===== src/design/ssel_pkg.sv =====
// Constants shared by the speed reference selector: register map,
// field positions, reset values, scaling codes and frequency limits.
// Assumes frequencies in 0.1 Hz steps and currents in 0.1 mA steps.
package ssel_pkg;

  // Register byte offsets on the APB bus.
  localparam logic [7:0] A_CTRL = 8'h00;
  localparam logic [7:0] A_LIMIT = 8'h04;
  localparam logic [7:0] A_PRE12 = 8'h08;
  localparam logic [7:0] A_PRE3 = 8'h0C;
  localparam logic [7:0] A_XMA = 8'h10;
  localparam logic [7:0] A_STAT = 8'h14;

  // Control register bit positions.
  localparam int B_PRE_EN = 0;
  localparam int B_PRE3 = 1;
  localparam int B_SWAP = 2;
  localparam int B_INV = 3;
  localparam int B_CLAMP = 4;
  localparam int B_AM_EN = 5;
  localparam int B_AR_EN = 6;
  localparam int B_KEYPAD = 7;
  localparam int B_SCL = 8;
  localparam int B_VSW = 10;
  localparam int B_STOP = 11;
  localparam int B_SHUT = 13;
  localparam int CTRL_W = 14;

  // Upper field position in two-value words, and status bits.
  localparam int F_HI = 16;
  localparam int S_REV = 16;
  localparam int S_RUN = 17;
  localparam int S_AUTO = 18;
  localparam int S_REJ = 19;

  // Reset values: clamp sum on, 4-20 mA scaling.
  localparam logic [13:0] CTRL_RST = 14'h0110;
  localparam logic [9:0] LOW_RST = 10'h000;
  localparam logic [9:0] HIGH_RST = 10'h258;
  localparam logic [9:0] P1_RST = 10'h032;
  localparam logic [9:0] P2_RST = 10'h064;
  localparam logic [9:0] P3_RST = 10'h096;
  localparam logic [7:0] XMA_RST = 8'h00;

  // Frequency and input code limits.
  localparam logic [9:0] FMAX = 10'h2D0;
  localparam logic [9:0] PMIN = 10'h001;
  localparam logic [9:0] VFULL = 10'h3FF;
  localparam logic [7:0] IFULL = 8'hC8;
  localparam logic [7:0] I4MA = 8'h28;
  localparam logic [7:0] ISPAN = 8'hA0;

  // Controlled stop command modes.
  localparam logic [1:0] STOP_LI = 2'h1;
  localparam logic [1:0] STOP_FQ = 2'h2;
  localparam logic [1:0] STOP_BOTH = 2'h3;

  // Current input scaling modes.
  typedef enum logic [1:0] {
    SSEL_S0_20 = 2'h0,
    SSEL_S4_20 = 2'h1,
    SSEL_S20_4 = 2'h2,
    SSEL_SX_20 = 2'h3
  } ssel_scale_t;

endpackage : ssel_pkg


===== src/design/ssel_top.sv =====
// Speed reference selector: presets, analog scaling and summing,
// Auto/Manual switching, with an APB register slave.
// Assumes analog codes come from converters on pclk; logic inputs are pins.
//
// Decided for this implementation: the placing of the registers and the APB register port.
`timescale 1ns/1ps
`default_nettype none

// Contract
// - First inputs fixed: run enable, run forward.
// - Incompatible function selection refused, flagged.
// - Shutdown refused with frequency-threshold stops.
// - One preset uses one input; three use two.
// - Presets 0.1..72 Hz; output capped at high.
// - Presets accepted only strictly increasing.
// - Inputs a,b select reference or presets 1-3.
// - Defaults 5 Hz; three presets 5,10,15.
// - Single preset runs while its input high.
// - Analog inputs assignable as reference one/two.
// - Current scaling 0-20, 4-20, 20-4, x-20.
// - x-20: span times current/20 plus low.
// - Voltage switch requires 0-20 scaling.
// - Voltage input fixed 0 to 10 V.
// - References summed, capped; Auto/Manual uses one.
// - Invert subtracts current from voltage reference.
// - Clamp sum: non-positive difference gives low.
// - No clamp: negative difference reverses motor.
// - Keypad mode freezes rotation direction.
// - 20-4 broken wire runs at high speed.
// - Auto high selects reference two alone.
// - Auto run input honoured only in auto.
// - Command clamped between low and high speed.
module ssel_top (
  input wire logic pclk,
  input wire logic presetn,
  input wire logic psel,
  input wire logic penable,
  input wire logic pwrite,
  input wire logic [7:0] paddr,
  input wire logic [31:0] pwdata,
  output logic [31:0] prdata,
  output logic pready,
  output logic pslverr,
  input wire logic run_enable_input,
  input wire logic run_forward_input,
  input wire logic assignable_input_a,
  input wire logic assignable_input_b,
  input wire logic [9:0] voltage_reference_input,
  input wire logic [7:0] current_reference_input,
  output logic [9:0] command_freq,
  output logic command_reverse,
  output logic run_command,
  output logic config_reject
);

  logic [3:0] sync1_r;
  logic [3:0] sync2_r;
  logic [13:0] ctrl_r;
  logic [9:0] low_r;
  logic [9:0] high_r;
  logic [9:0] p1_r;
  logic [9:0] p2_r;
  logic [9:0] p3_r;
  logic [7:0] xma_r;
  logic rej_r;
  logic [31:0] prdata_r;
  logic [9:0] freq_r;
  logic [9:0] freq_nxt;
  logic rev_r;
  logic rev_nxt;
  logic run_r;
  logic run_nxt;
  logic en_s;
  logic fwd_s;
  logic a_s;
  logic b_s;
  logic wr;
  logic mapped;
  logic bad_ctrl;
  logic bad_pre12;
  logic bad_pre3;
  logic bad_lim;
  logic bad_xma;
  logic w1c;
  logic auto_act;
  logic [9:0] span;
  logic [9:0] vc;
  logic [9:0] ic;
  logic [7:0] inum;
  logic [19:0] vprod;
  logic [17:0] iprod;
  logic signed [11:0] sum;
  logic [10:0] mag;
  logic rev_ref;
  logic pre_on;
  logic [9:0] pre_val;
  logic [10:0] fraw;

  // Keeps a value between low and high speed.
  function automatic logic [9:0] lim(input logic [10:0] f, input logic [9:0] lo,
                                     input logic [9:0] hi);
    logic [9:0] r;
    r = (f > {1'b0, hi}) ? hi : f[9:0];
    return (r < lo) ? lo : r;
  endfunction : lim

  // Counts assignable inputs used and checks pairwise compatibility.
  function automatic logic ctrl_bad(input logic [13:0] c);
    logic [2:0] n;
    n = 3'h0;
    if (c[ssel_pkg::B_PRE_EN])
      n = c[ssel_pkg::B_PRE3] ? 3'h2 : 3'h1;
    n = n + {2'h0, c[ssel_pkg::B_AM_EN]} + {2'h0, c[ssel_pkg::B_AR_EN]};
    if (c[ssel_pkg::B_STOP+:2] == ssel_pkg::STOP_LI || c[ssel_pkg::B_STOP+:2] == ssel_pkg::STOP_BOTH)
      n = n + 3'h1;
    return (n > 3'h2)
      || (c[ssel_pkg::B_SHUT] && c[ssel_pkg::B_STOP+:2] >= ssel_pkg::STOP_FQ)
      || (c[ssel_pkg::B_VSW] && c[ssel_pkg::B_SCL+:2] != ssel_pkg::SSEL_S0_20)
      || (c[ssel_pkg::B_AR_EN] && !c[ssel_pkg::B_AM_EN]);
  endfunction : ctrl_bad

  // Two-flop synchronisers for the four logic input pins.
  always_ff @(posedge pclk or negedge presetn)
  begin
    if (!presetn)
    begin
      sync1_r <= 4'h0;
      sync2_r <= 4'h0;
    end
    else
    begin
      sync1_r <= {run_enable_input, run_forward_input, assignable_input_a, assignable_input_b};
      sync2_r <= sync1_r;
    end
  end

  assign en_s = sync2_r[3];
  assign fwd_s = sync2_r[2];
  assign a_s = sync2_r[1];
  assign b_s = sync2_r[0];

  // Bus decode and the validity checks on each kind of write.
  assign wr = psel && penable && pwrite;
  assign mapped = paddr inside {ssel_pkg::A_CTRL, ssel_pkg::A_LIMIT, ssel_pkg::A_PRE12,
                                ssel_pkg::A_PRE3, ssel_pkg::A_XMA, ssel_pkg::A_STAT};
  assign bad_ctrl = ctrl_bad(pwdata[13:0]);
  assign bad_pre12 = pwdata[9:0] < ssel_pkg::PMIN || pwdata[9:0] >= pwdata[25:16]
                     || pwdata[25:16] >= p3_r;
  assign bad_pre3 = pwdata[9:0] <= p2_r || pwdata[9:0] > ssel_pkg::FMAX;
  assign bad_lim = pwdata[9:0] > pwdata[25:16] || pwdata[25:16] > ssel_pkg::FMAX;
  assign bad_xma = pwdata[7:0] > ssel_pkg::IFULL;
  assign w1c = wr && paddr == ssel_pkg::A_STAT && pwdata[ssel_pkg::S_REJ];

  // Zero-wait slave; unmapped addresses answer with an error.
  assign pready = 1'b1;
  assign pslverr = psel && penable && !mapped;
  assign prdata = prdata_r;

  // Control register; an illegal combination is not stored.
  always_ff @(posedge pclk or negedge presetn)
  begin
    if (!presetn)
      ctrl_r <= ssel_pkg::CTRL_RST;
    else if (wr && paddr == ssel_pkg::A_CTRL && !bad_ctrl)
      ctrl_r <= pwdata[13:0];
  end

  // Speed limits and the programmable x current.
  always_ff @(posedge pclk or negedge presetn)
  begin
    if (!presetn)
    begin
      low_r <= ssel_pkg::LOW_RST;
      high_r <= ssel_pkg::HIGH_RST;
      xma_r <= ssel_pkg::XMA_RST;
    end
    else if (wr && paddr == ssel_pkg::A_LIMIT && !bad_lim)
    begin
      low_r <= pwdata[9:0];
      high_r <= pwdata[25:16];
    end
    else if (wr && paddr == ssel_pkg::A_XMA && !bad_xma)
      xma_r <= pwdata[7:0];
  end

  // Preset speeds, factory values 5, 10 and 15 Hz.
  always_ff @(posedge pclk or negedge presetn)
  begin
    if (!presetn)
    begin
      p1_r <= ssel_pkg::P1_RST;
      p2_r <= ssel_pkg::P2_RST;
      p3_r <= ssel_pkg::P3_RST;
    end
    else if (wr && paddr == ssel_pkg::A_PRE12 && !bad_pre12)
    begin
      p1_r <= pwdata[9:0];
      p2_r <= pwdata[25:16];
    end
    else if (wr && paddr == ssel_pkg::A_PRE3 && !bad_pre3)
      p3_r <= pwdata[9:0];
  end

  // Sticky rejection flag; a new rejection wins over a clear.
  always_ff @(posedge pclk or negedge presetn)
  begin
    if (!presetn)
      rej_r <= 1'b0;
    else if (wr && ((paddr == ssel_pkg::A_CTRL && bad_ctrl)
             || (paddr == ssel_pkg::A_PRE12 && bad_pre12)
             || (paddr == ssel_pkg::A_PRE3 && bad_pre3)
             || (paddr == ssel_pkg::A_LIMIT && bad_lim)
             || (paddr == ssel_pkg::A_XMA && bad_xma)))
      rej_r <= 1'b1;
    else if (w1c)
      rej_r <= 1'b0;
  end

  // Read data is captured in the setup cycle of a read.
  always_ff @(posedge pclk or negedge presetn)
  begin
    if (!presetn)
      prdata_r <= 32'h0000_0000;
    else if (psel && !penable && !pwrite)
    begin
      unique case (paddr)
        ssel_pkg::A_CTRL: prdata_r <= {18'h0_0000, ctrl_r};
        ssel_pkg::A_LIMIT: prdata_r <= {6'h00, high_r, 6'h00, low_r};
        ssel_pkg::A_PRE12: prdata_r <= {6'h00, p2_r, 6'h00, p1_r};
        ssel_pkg::A_PRE3: prdata_r <= {22'h00_0000, p3_r};
        ssel_pkg::A_XMA: prdata_r <= {24'h00_0000, xma_r};
        ssel_pkg::A_STAT: prdata_r <= {12'h000, rej_r, auto_act, run_r, rev_r, 6'h00, freq_r};
        default: prdata_r <= 32'h0000_0000;
      endcase
    end
  end

  // Scales each analog input to a share of the low-to-high span.
  always_comb
  begin
    span = high_r - low_r;
    vprod = span * voltage_reference_input;
    vc = 10'(vprod / ssel_pkg::VFULL);
    unique case (ssel_pkg::ssel_scale_t'(ctrl_r[ssel_pkg::B_SCL+:2]))
      ssel_pkg::SSEL_S0_20: inum = current_reference_input;
      ssel_pkg::SSEL_S4_20: inum = (current_reference_input > ssel_pkg::I4MA)
                              ? current_reference_input - ssel_pkg::I4MA : 8'h00;
      ssel_pkg::SSEL_S20_4: inum = (current_reference_input < ssel_pkg::IFULL)
                              ? ssel_pkg::IFULL - current_reference_input : 8'h00;
      ssel_pkg::SSEL_SX_20: inum = (current_reference_input >= xma_r)
                              ? current_reference_input : 8'h00;
    endcase
    if (ctrl_r[ssel_pkg::B_SCL+:2] == ssel_pkg::SSEL_S4_20
        || ctrl_r[ssel_pkg::B_SCL+:2] == ssel_pkg::SSEL_S20_4)
    begin
      inum = (inum > ssel_pkg::ISPAN) ? ssel_pkg::ISPAN : inum;
      iprod = span * inum;
      ic = 10'(iprod / ssel_pkg::ISPAN);
    end
    else
    begin
      inum = (inum > ssel_pkg::IFULL) ? ssel_pkg::IFULL : inum;
      iprod = span * inum;
      ic = 10'(iprod / ssel_pkg::IFULL);
    end
  end

  // Combines the references: alone in Auto/Manual, else summed, or subtracted when invert is set.
  always_comb
  begin
    auto_act = ctrl_r[ssel_pkg::B_AM_EN] && (ctrl_r[ssel_pkg::B_PRE_EN] ? b_s : a_s);
    rev_ref = 1'b0;
    mag = 11'h000;
    if (ctrl_r[ssel_pkg::B_AM_EN])
    begin
      if (auto_act ^ ctrl_r[ssel_pkg::B_SWAP])
        mag = {1'b0, ic};
      else
        mag = {1'b0, vc};
      sum = 12'sh000;
    end
    else
    begin
      sum = ctrl_r[ssel_pkg::B_INV] ? $signed({2'h0, vc}) - $signed({2'h0, ic})
                                   : $signed({2'h0, vc}) + $signed({2'h0, ic});
      if (sum > 12'sh000)
        mag = 11'(sum);
      else if (sum < 12'sh000 && !ctrl_r[ssel_pkg::B_CLAMP])
      begin
        mag = 11'(-sum);
        rev_ref = 1'b1;
      end
      else
        mag = 11'h000;
    end
  end

  // Preset selection from the assignable inputs.
  always_comb
  begin
    pre_on = 1'b0;
    pre_val = ssel_pkg::P1_RST;
    if (ctrl_r[ssel_pkg::B_PRE_EN] && ctrl_r[ssel_pkg::B_PRE3])
    begin
      pre_on = a_s || b_s;
      unique case ({b_s, a_s})
        2'b01: pre_val = p1_r;
        2'b10: pre_val = p2_r;
        default: pre_val = p3_r;
      endcase
    end
    else if (ctrl_r[ssel_pkg::B_PRE_EN])
    begin
      pre_on = a_s;
      pre_val = p1_r;
    end
  end

  // Final command, clamped to the speed limits, and run logic.
  always_comb
  begin
    fraw = pre_on ? {1'b0, pre_val} : 11'({1'b0, low_r} + mag);
    freq_nxt = lim(fraw, low_r, high_r);
    rev_nxt = ctrl_r[ssel_pkg::B_KEYPAD] ? rev_r : (!pre_on && rev_ref);
    run_nxt = en_s && (fwd_s
              || (ctrl_r[ssel_pkg::B_AR_EN] && auto_act && b_s));
  end

  // Output registers, updated on every clock edge.
  always_ff @(posedge pclk or negedge presetn)
  begin
    if (!presetn)
    begin
      freq_r <= ssel_pkg::LOW_RST;
      rev_r <= 1'b0;
      run_r <= 1'b0;
    end
    else
    begin
      freq_r <= freq_nxt;
      rev_r <= rev_nxt;
      run_r <= run_nxt;
    end
  end

  assign command_freq = freq_r;
  assign command_reverse = rev_r;
  assign run_command = run_r;
  assign config_reject = rej_r;
endmodule : ssel_top

`default_nettype wire


===== config.mk =====
export PLATFORM = sky130hd
export DESIGN_NAME = ssel_top
export DESIGN_NICKNAME = d
export VERILOG_FILES = /design/src/design/ssel_pkg.sv /design/src/design/ssel_top.sv
export SDC_FILE = /design/constraint.sdc
export NUM_CORES = 1
export LEC_CHECK = 0
export ABC_CLOCK_PERIOD_IN_PS = 26700
export BUFFER_PORTS_ARGS = -buffer_cell sky130_fd_sc_hd__buf_2
export CORE_MARGIN = 2
export CORE_UTILIZATION = 48
export DETAILED_ROUTE_END_ITERATION = 6
export GPL_ROUTABILITY_DRIVEN = 0
export PLACE_DENSITY = 0.68
export SLEW_MARGIN = 20
export SYNTH_ARGS = -nofsm -noshare
export SYNTH_HDL_FRONTEND = slang
export SYNTH_SLANG_ARGS = --single-unit

===== constraint.sdc =====
create_clock -name pclk -period 26.7 [get_ports pclk]
set_input_delay 2.67 -clock pclk [delete_from_list [all_inputs] [get_ports pclk]]
set_output_delay 2.67 -clock pclk [all_outputs]
set_load 0.05 [all_outputs]

# Yosys cells after proc, flatten, opt, wreduce, memory -nomap -nowiden

Cells that the tools add are included.

Input bits: 67
Bits in registers: 125
Output and inout bits: 47
Logic and storage cells: 160

Div/mod/pow operators: 3
Equality and inequality tests: 12
Magnitude comparators: 19
Mux-type cells: 30
Bitwise gates (word level): 3
Reductions and logical operators: 66
Multipliers: 3
$add $sub $neg: 10

Operators by type and width:

| kind                   | number |
|---|---|
| $pmux 26 s6            | 1 |
| $mux 10                | 6 |
| $mux 11                | 4 |
| $mux 8                 | 5 |
| $div 18x8->18 const B  | 2 |
| $mul 10x8->18          | 2 |
| $logic_and 1x1->1      | 33 |
| $pmux 8 s4             | 1 |
| $gt 8x8->1 const B     | 3 |
| $div 20x10->20 const B | 1 |
| $ge 10x10->1           | 2 |
| $gt 10x10->1 const B   | 2 |
| $mul 10x10->20         | 1 |
| $pmux 10 s2            | 1 |
| $eq 8x4->1 const B     | 2 |
| $eq 8x5->1 const B     | 2 |
| $logic_or 1x1->1       | 15 |
| $gt 12x1->1 const B    | 1 |
| $lt 12x1->1 const B    | 1 |
| $mux 12                | 1 |
| $add 10x10->11         | 1 |
| $add 10x11->11         | 1 |
| $gt 11x10->1           | 1 |
| $logic_not 1->1        | 11 |
| other kinds (29)       | 46 |

# Logic depth before layout (Yosys ltp)

Word-level depth: 21
Mapped depth: 121
Mapped depth without buffers: 112

# Least setup slack after synthesis

OpenSTA, ideal clock, no wires.

Kind: input port to flip-flop
From: input current_reference_input[0]
To: register freq_r[5] (netlist: command_freq[5])
Buffers on the path: 6
Stages on the path: 107
Slack: 2.657 ns
Data arrival time: 23.918 ns
Cells stage by stage: inv_1 ha_1 nand2b_1 a21o_1 a21oi_1 nor2b_1 o21ai_0 nand2b_1 a21oi_1 nor2b_1 o21ai_0 nand2b_1 a21oi_1 o21ai_0 a22oi_1 o31a_1 nor2_1 or2_2 (+71 left out) o21ai_0 a22oi_1 clkbuf_1 clkbuf_1 nand2_1 o21ai_0 ha_1 a21oi_1 nor2b_1 o21ai_0 nand2b_1 a21oi_1 nor2b_1 o21ai_0 nand2b_1 a211oi_1 clkbuf_1 mux2_2

Word-level cells in the longest chain between the ends: 21
Elaborated cells between the ends (all ways): 35
Those cells by class: add/sub: 6; mul: 2; div: 2; order compare: 9; mux: 15; reduce/logical: 1

RTL lines:

| what                                      | RTL line                                          | RTL |
|---|---|---|
| from (decl)                               | ssel_top.sv:49                                    | `input wire logic [7:0] current_reference_input,` |
| $sub 8x8->8, or another cell as far along | ssel_top.sv:249                                   | `? ssel_pkg::IFULL - current_reference_input : 8'h00;` |
| $mux 8 (on tied branches)                 | ssel_top.sv:249, ssel_top.sv:247, ssel_top.sv:251 |  |
| $pmux 8 s4 *                              | ssel_top.sv:244                                   | `unique case (ssel_pkg::ssel_scale_t'(ctrl_r[ssel_pkg::B_SCL+:2]))` |
| $gt 8x8->1 (on tied branches)             | ssel_top.sv:262, ssel_top.sv:256                  |  |
| $mux 8 (on tied branches)                 | ssel_top.sv:262, ssel_top.sv:256                  |  |
| $mul 10x8->18 (on tied branches)          | ssel_top.sv:263, ssel_top.sv:257                  |  |
| $div 18x8->18 (on tied branches)          | ssel_top.sv:264, ssel_top.sv:258                  |  |
| $mux 10 *                                 | ssel_top.sv:253                                   | `if (ctrl_r[ssel_pkg::B_SCL+:2] == ssel_pkg::SSEL_S4_20` |
| (+6 left out)                             | -                                                 |  |
| $mux 11 *                                 | ssel_top.sv:274                                   | `if (ctrl_r[ssel_pkg::B_AM_EN])` |
| $add 10x11->11 *                          | ssel_top.sv:322                                   | `fraw = pre_on ? {1'b0, pre_val} : 11'({1'b0, low_r} + mag);` |
| $mux 11 *                                 | ssel_top.sv:322                                   |  |
| $gt 11x10->1                              | ssel_top.sv:103                                   | `r = (f > {1'b0, hi}) ? hi : f[9:0];` |
| $mux 10 *                                 | ssel_top.sv:103                                   |  |
| $lt 10x10->1                              | ssel_top.sv:104                                   | `return (r < lo) ? lo : r;` |
| $mux 10 *                                 | ssel_top.sv:104                                   |  |
| via freq_nxt[5]                           | ssel_top.sv:68                                    | `logic [9:0] freq_nxt;` |
| to (signal assigned)                      | ssel_top.sv:334                                   | `freq_r <= ssel_pkg::LOW_RST;` |
| to (signal assigned)                      | ssel_top.sv:340                                   | `freq_r <= freq_nxt;` |
| to (decl)                                 | ssel_top.sv:67                                    | `logic [9:0] freq_r;` |

The timed path passes the listed nets; every way through them passes the cells marked *.
A chain may end at the register's enable or synchronous reset.

# Final worst setup path

From: input current_reference_input[0]
To: register freq_r[6] (netlist: command_freq[6])

Same word-level chain as after synthesis.

==> impl_metrics.tcl <==
set metrics [dict create \
    outcome "completed" \
    avgViaCountPerCell 6.098 \
    synth_cell_types 125 \
    cp_data_arrival_time_ns 25.32 \
    r2r_start "low_r[1]$_DFFE_PN0P_" \
    drc 0 \
    setup_violations 0 \
    critPathRequiredTime_ns 26.98 \
    synth_top_area_cell "fa_1" \
    fin_skew_ns 0.006535 \
    crit_slowest_cell "fa_1" \
    clock_latency_ns 0.41 \
    io_pins 114 \
    worst_setup_path_end_kind "flop" \
    cts.sinks 117 \
    p_leak_nw 12.44 \
    track_usage_pct 26.46 \
    syn_inst 3143 \
    power.density_mw_per_mm2 53.35 \
    vias 23650 \
    syn-cell-area_sq_mm 0.02437 \
    cap_violations 0 \
    synth-xor-area-share_pct 4.924 \
    p_sw_share_pct 49.78 \
    fin_nets 3663 \
    synth_top_area_share_pct 13.47 \
    finalMaxSlewViolations 0 \
    ys_seq_area_share_pct 12.10 \
    ctsHtreeMaxLevel 4 \
    synth_simple_gate_area_share_pct 21.45 \
    p_clk_share_pct 16.7 \
    port_buffers 96 \
    tightest_slew_ns 1.046 \
    ys.warnings.count 0 \
    synth_compound_area_share_pct 23.39 \
    netlist_top_cells_area "fa_1 (13%), ha_1 (12%), dfrtp_1 (10%), inv_1 (5.3%), nor2_1 (5.0%)" \
    clockBufferDepth 2 \
    grt_pass1_vias 22770 \
    grt_max_degree 60 \
    wire_per_inst_microns 18.24 \
    peakVddDrop_mv 0.05359 \
    cp-start-kind "primary input" \
    p_sw_mw 0.6984 \
    die_y_microns 229.3 \
    die_x_microns 229.3 \
    cts_buffers 17 \
    antenna_found_initial 4 \
    regArea_sq_mm 0.002948 \
    hp-class "reg2reg" \
    internal-power_mw 0.7046 \
    path_class "in2reg" \
    multi_input_area_sq_mm 0.01971 \
    period_needed_ns 25.04 \
    grt_pass1_wl_microns 116300 \
    cts_root_buf "clkbuf_16" \
    clkSlewWorstSetupHoldPaths_ns 0.06 \
    synth-async-reset-ratio_pct 100.0 \
    drive_gt1_share_pct 11.86 \
    start_util_pct 48.57 \
    slew-limit-headroom_pct 30.07 \
    syn_area_per_cell_sq_um 7.753 \
    dpl.hpwl_microns 56400 \
    cpPeakStageDelay_ns 0.55 \
    ant_nets 0 \
    fillerInstances 4753 \
    syn_to_final_growth_pct 7.917 \
    dominantRegCellSynth "dfrtp_1" \
    drtIter0Drc 2293 \
    p_seq_share_pct 13.7 \
    rows 82 \
    core-area_sq_mm 0.05017 \
    synth_seq_cells 117 \
    p_comb_share_pct 69.6 \
    final.period_utilization_pct 93.78 \
    dieArea_sq_mm 0.05259 \
    wirelength_microns 70740 \
    synth_top_family_by_area "adder cells" \
    synthMuxAreaShare_pct 4.051 \
    firstDrtPassIters 6 \
    fmax_ghz 0.03994 \
    hold_viol 0 \
    grt_overflow 0 \
    startpoint "current_reference_input[0]" \
    cp_max_fo 20 \
    min-delay-start "sync1_r[2]$_DFF_PN0_" \
    finalNonFillerCells 3878 \
    synth_edf_count 0 \
    dp.cells 3835 \
    final_util_pct 52.42 \
    synth_fa_ha_area_share_pct 26.19 \
    cts_tree "built" \
]
worst paths after layout:
check | to | slack [ns] | cells after the start
setup / recovery | command_freq[6]$_DFF_PN0_ | 1.66 | 109
hold / removal | sync2_r[2]$_DFF_PN0_ | 0.35 | 0
setup reg to reg | command_freq[6]$_DFF_PN0_ | 2.08 | 96
hold reg to reg | sync2_r[2]$_DFF_PN0_ | 0.35 | 0
max in group asynchronous | high_r[8]$_DFFE_PN0P_ | 23.13 | 2
min in group asynchronous | command_freq[0]$_DFF_PN0_ | 2.34 | 1
critical path, delay by kind of cell:
kind,cells,cell delay [ns]
buf+inv,11,1.50
xor+xnor,3,0.78
fa+ha+maj,11,4.19
simple gates,29,4.33
mux,3,1.04
compound gates,52,10.83
power by group through the flow:
stage,clock [mW],combinational [mW],sequential [mW]
after floorplan,0,0.713,0.203
after global placement,0,0.916,0.194
after detailed placement,0,0.944,0.194
after CTS,0.237,0.951,0.192
after global routing,0.244,1.09,0.192
final,0.235,0.976,0.192
kinds of logic after synthesis:
group	Yosys count
AND/OR/NAND/NOR	1079
AO/OA/AOI/OAI	833
buffers and inverters	475
adder cells (fa/ha/maj)	413
XOR/XNOR	133
flip-flops	117
multiplexers	91
other	2
layout make-up:
type	count	area share (%)
Antenna cell	3	0.02855
Multi-Input combinational cell	2559	74.93
Timing Repair Buffer	152	3.435
Sequential cell	117	11.21
Clock inverter	14	0.6709
Tap cell	672	3.197
Inverter	343	4.896
Clock buffer	18	1.632
routing by layer:
layer	routed length [microns]	vias to the layer above	global-route usage (%)
li1	-	11130	-
met1	30180	11400	35.64
met2	33320	973	44.89
met3	5045	148	2.901
met4	2183	2	7.427
met5	13	-	0
flip-flops by register name (all words and copies together) (netlist names), 4 cells and up:
signal        flops
command_freq     10
ctrl_r           14
high_r           10
low_r            10
p1_r             10
p2_r             10
p3_r             10
prdata           24
sync1_r           4
sync2_r           4
xma_r             8
metrics by stage:
step	setup TNS (ns)	total power, mW	area, sq um	worst slack (ns)	hold WS, ns
after floorplan	0	0.9158	24390	2.657	0.3312
after global placement	0	1.111	25480	0.5366	0.3332
after detailed placement	-2.120	1.138	25480	-0.3064	0.3347
after CTS	0	1.380	26080	0.04567	0.3476
after global routing	-0.03757	1.523	26300	-0.03757	0.3519
final	0	1.403	26300	1.660	0.3453
timing repair:
action,4_1_cts,5_1_grt
gates resized for setup,0,36
setup endpoints to repair,0,10
hold buffers,0,0
setup buffers,0,7
cells in the final DEF, fill, tap and decap left out, drive strengths merged, types with 43 or more instances in the layout:
cell    count
inv       344
nor2      322
a211oi     45
nand3      64
o21ai     232
and2       54
a21oi     173
fa        164
nand2b     44
buf       152
ha        242
a21o       47
mux2       58
xnor2      91
nand2     301
and3       43
dfrtp     101
nor3       76
cell usage after synthesis, drive strengths merged, types with 19 or more instances:
master	number
inv	342
nor2	322
nand2	301
ha	242
o21ai	232
a21oi	173
fa	164
dfrtp	101
clkbuf	93
xnor2	91
nor3	76
nand3	64
mux2	58
and2	54
a21o	47
a211oi	45
nand2b	44
and3	43
xor2	40
buf	38
nor2b	36
mux2i	33
o211ai	28
or3	25
a31oi	24
o31ai	24
or2	23
nand4	22
nor4	22
o21a	22
a22oi	21
o22ai	19
Power figures use the tool's default switching activity.
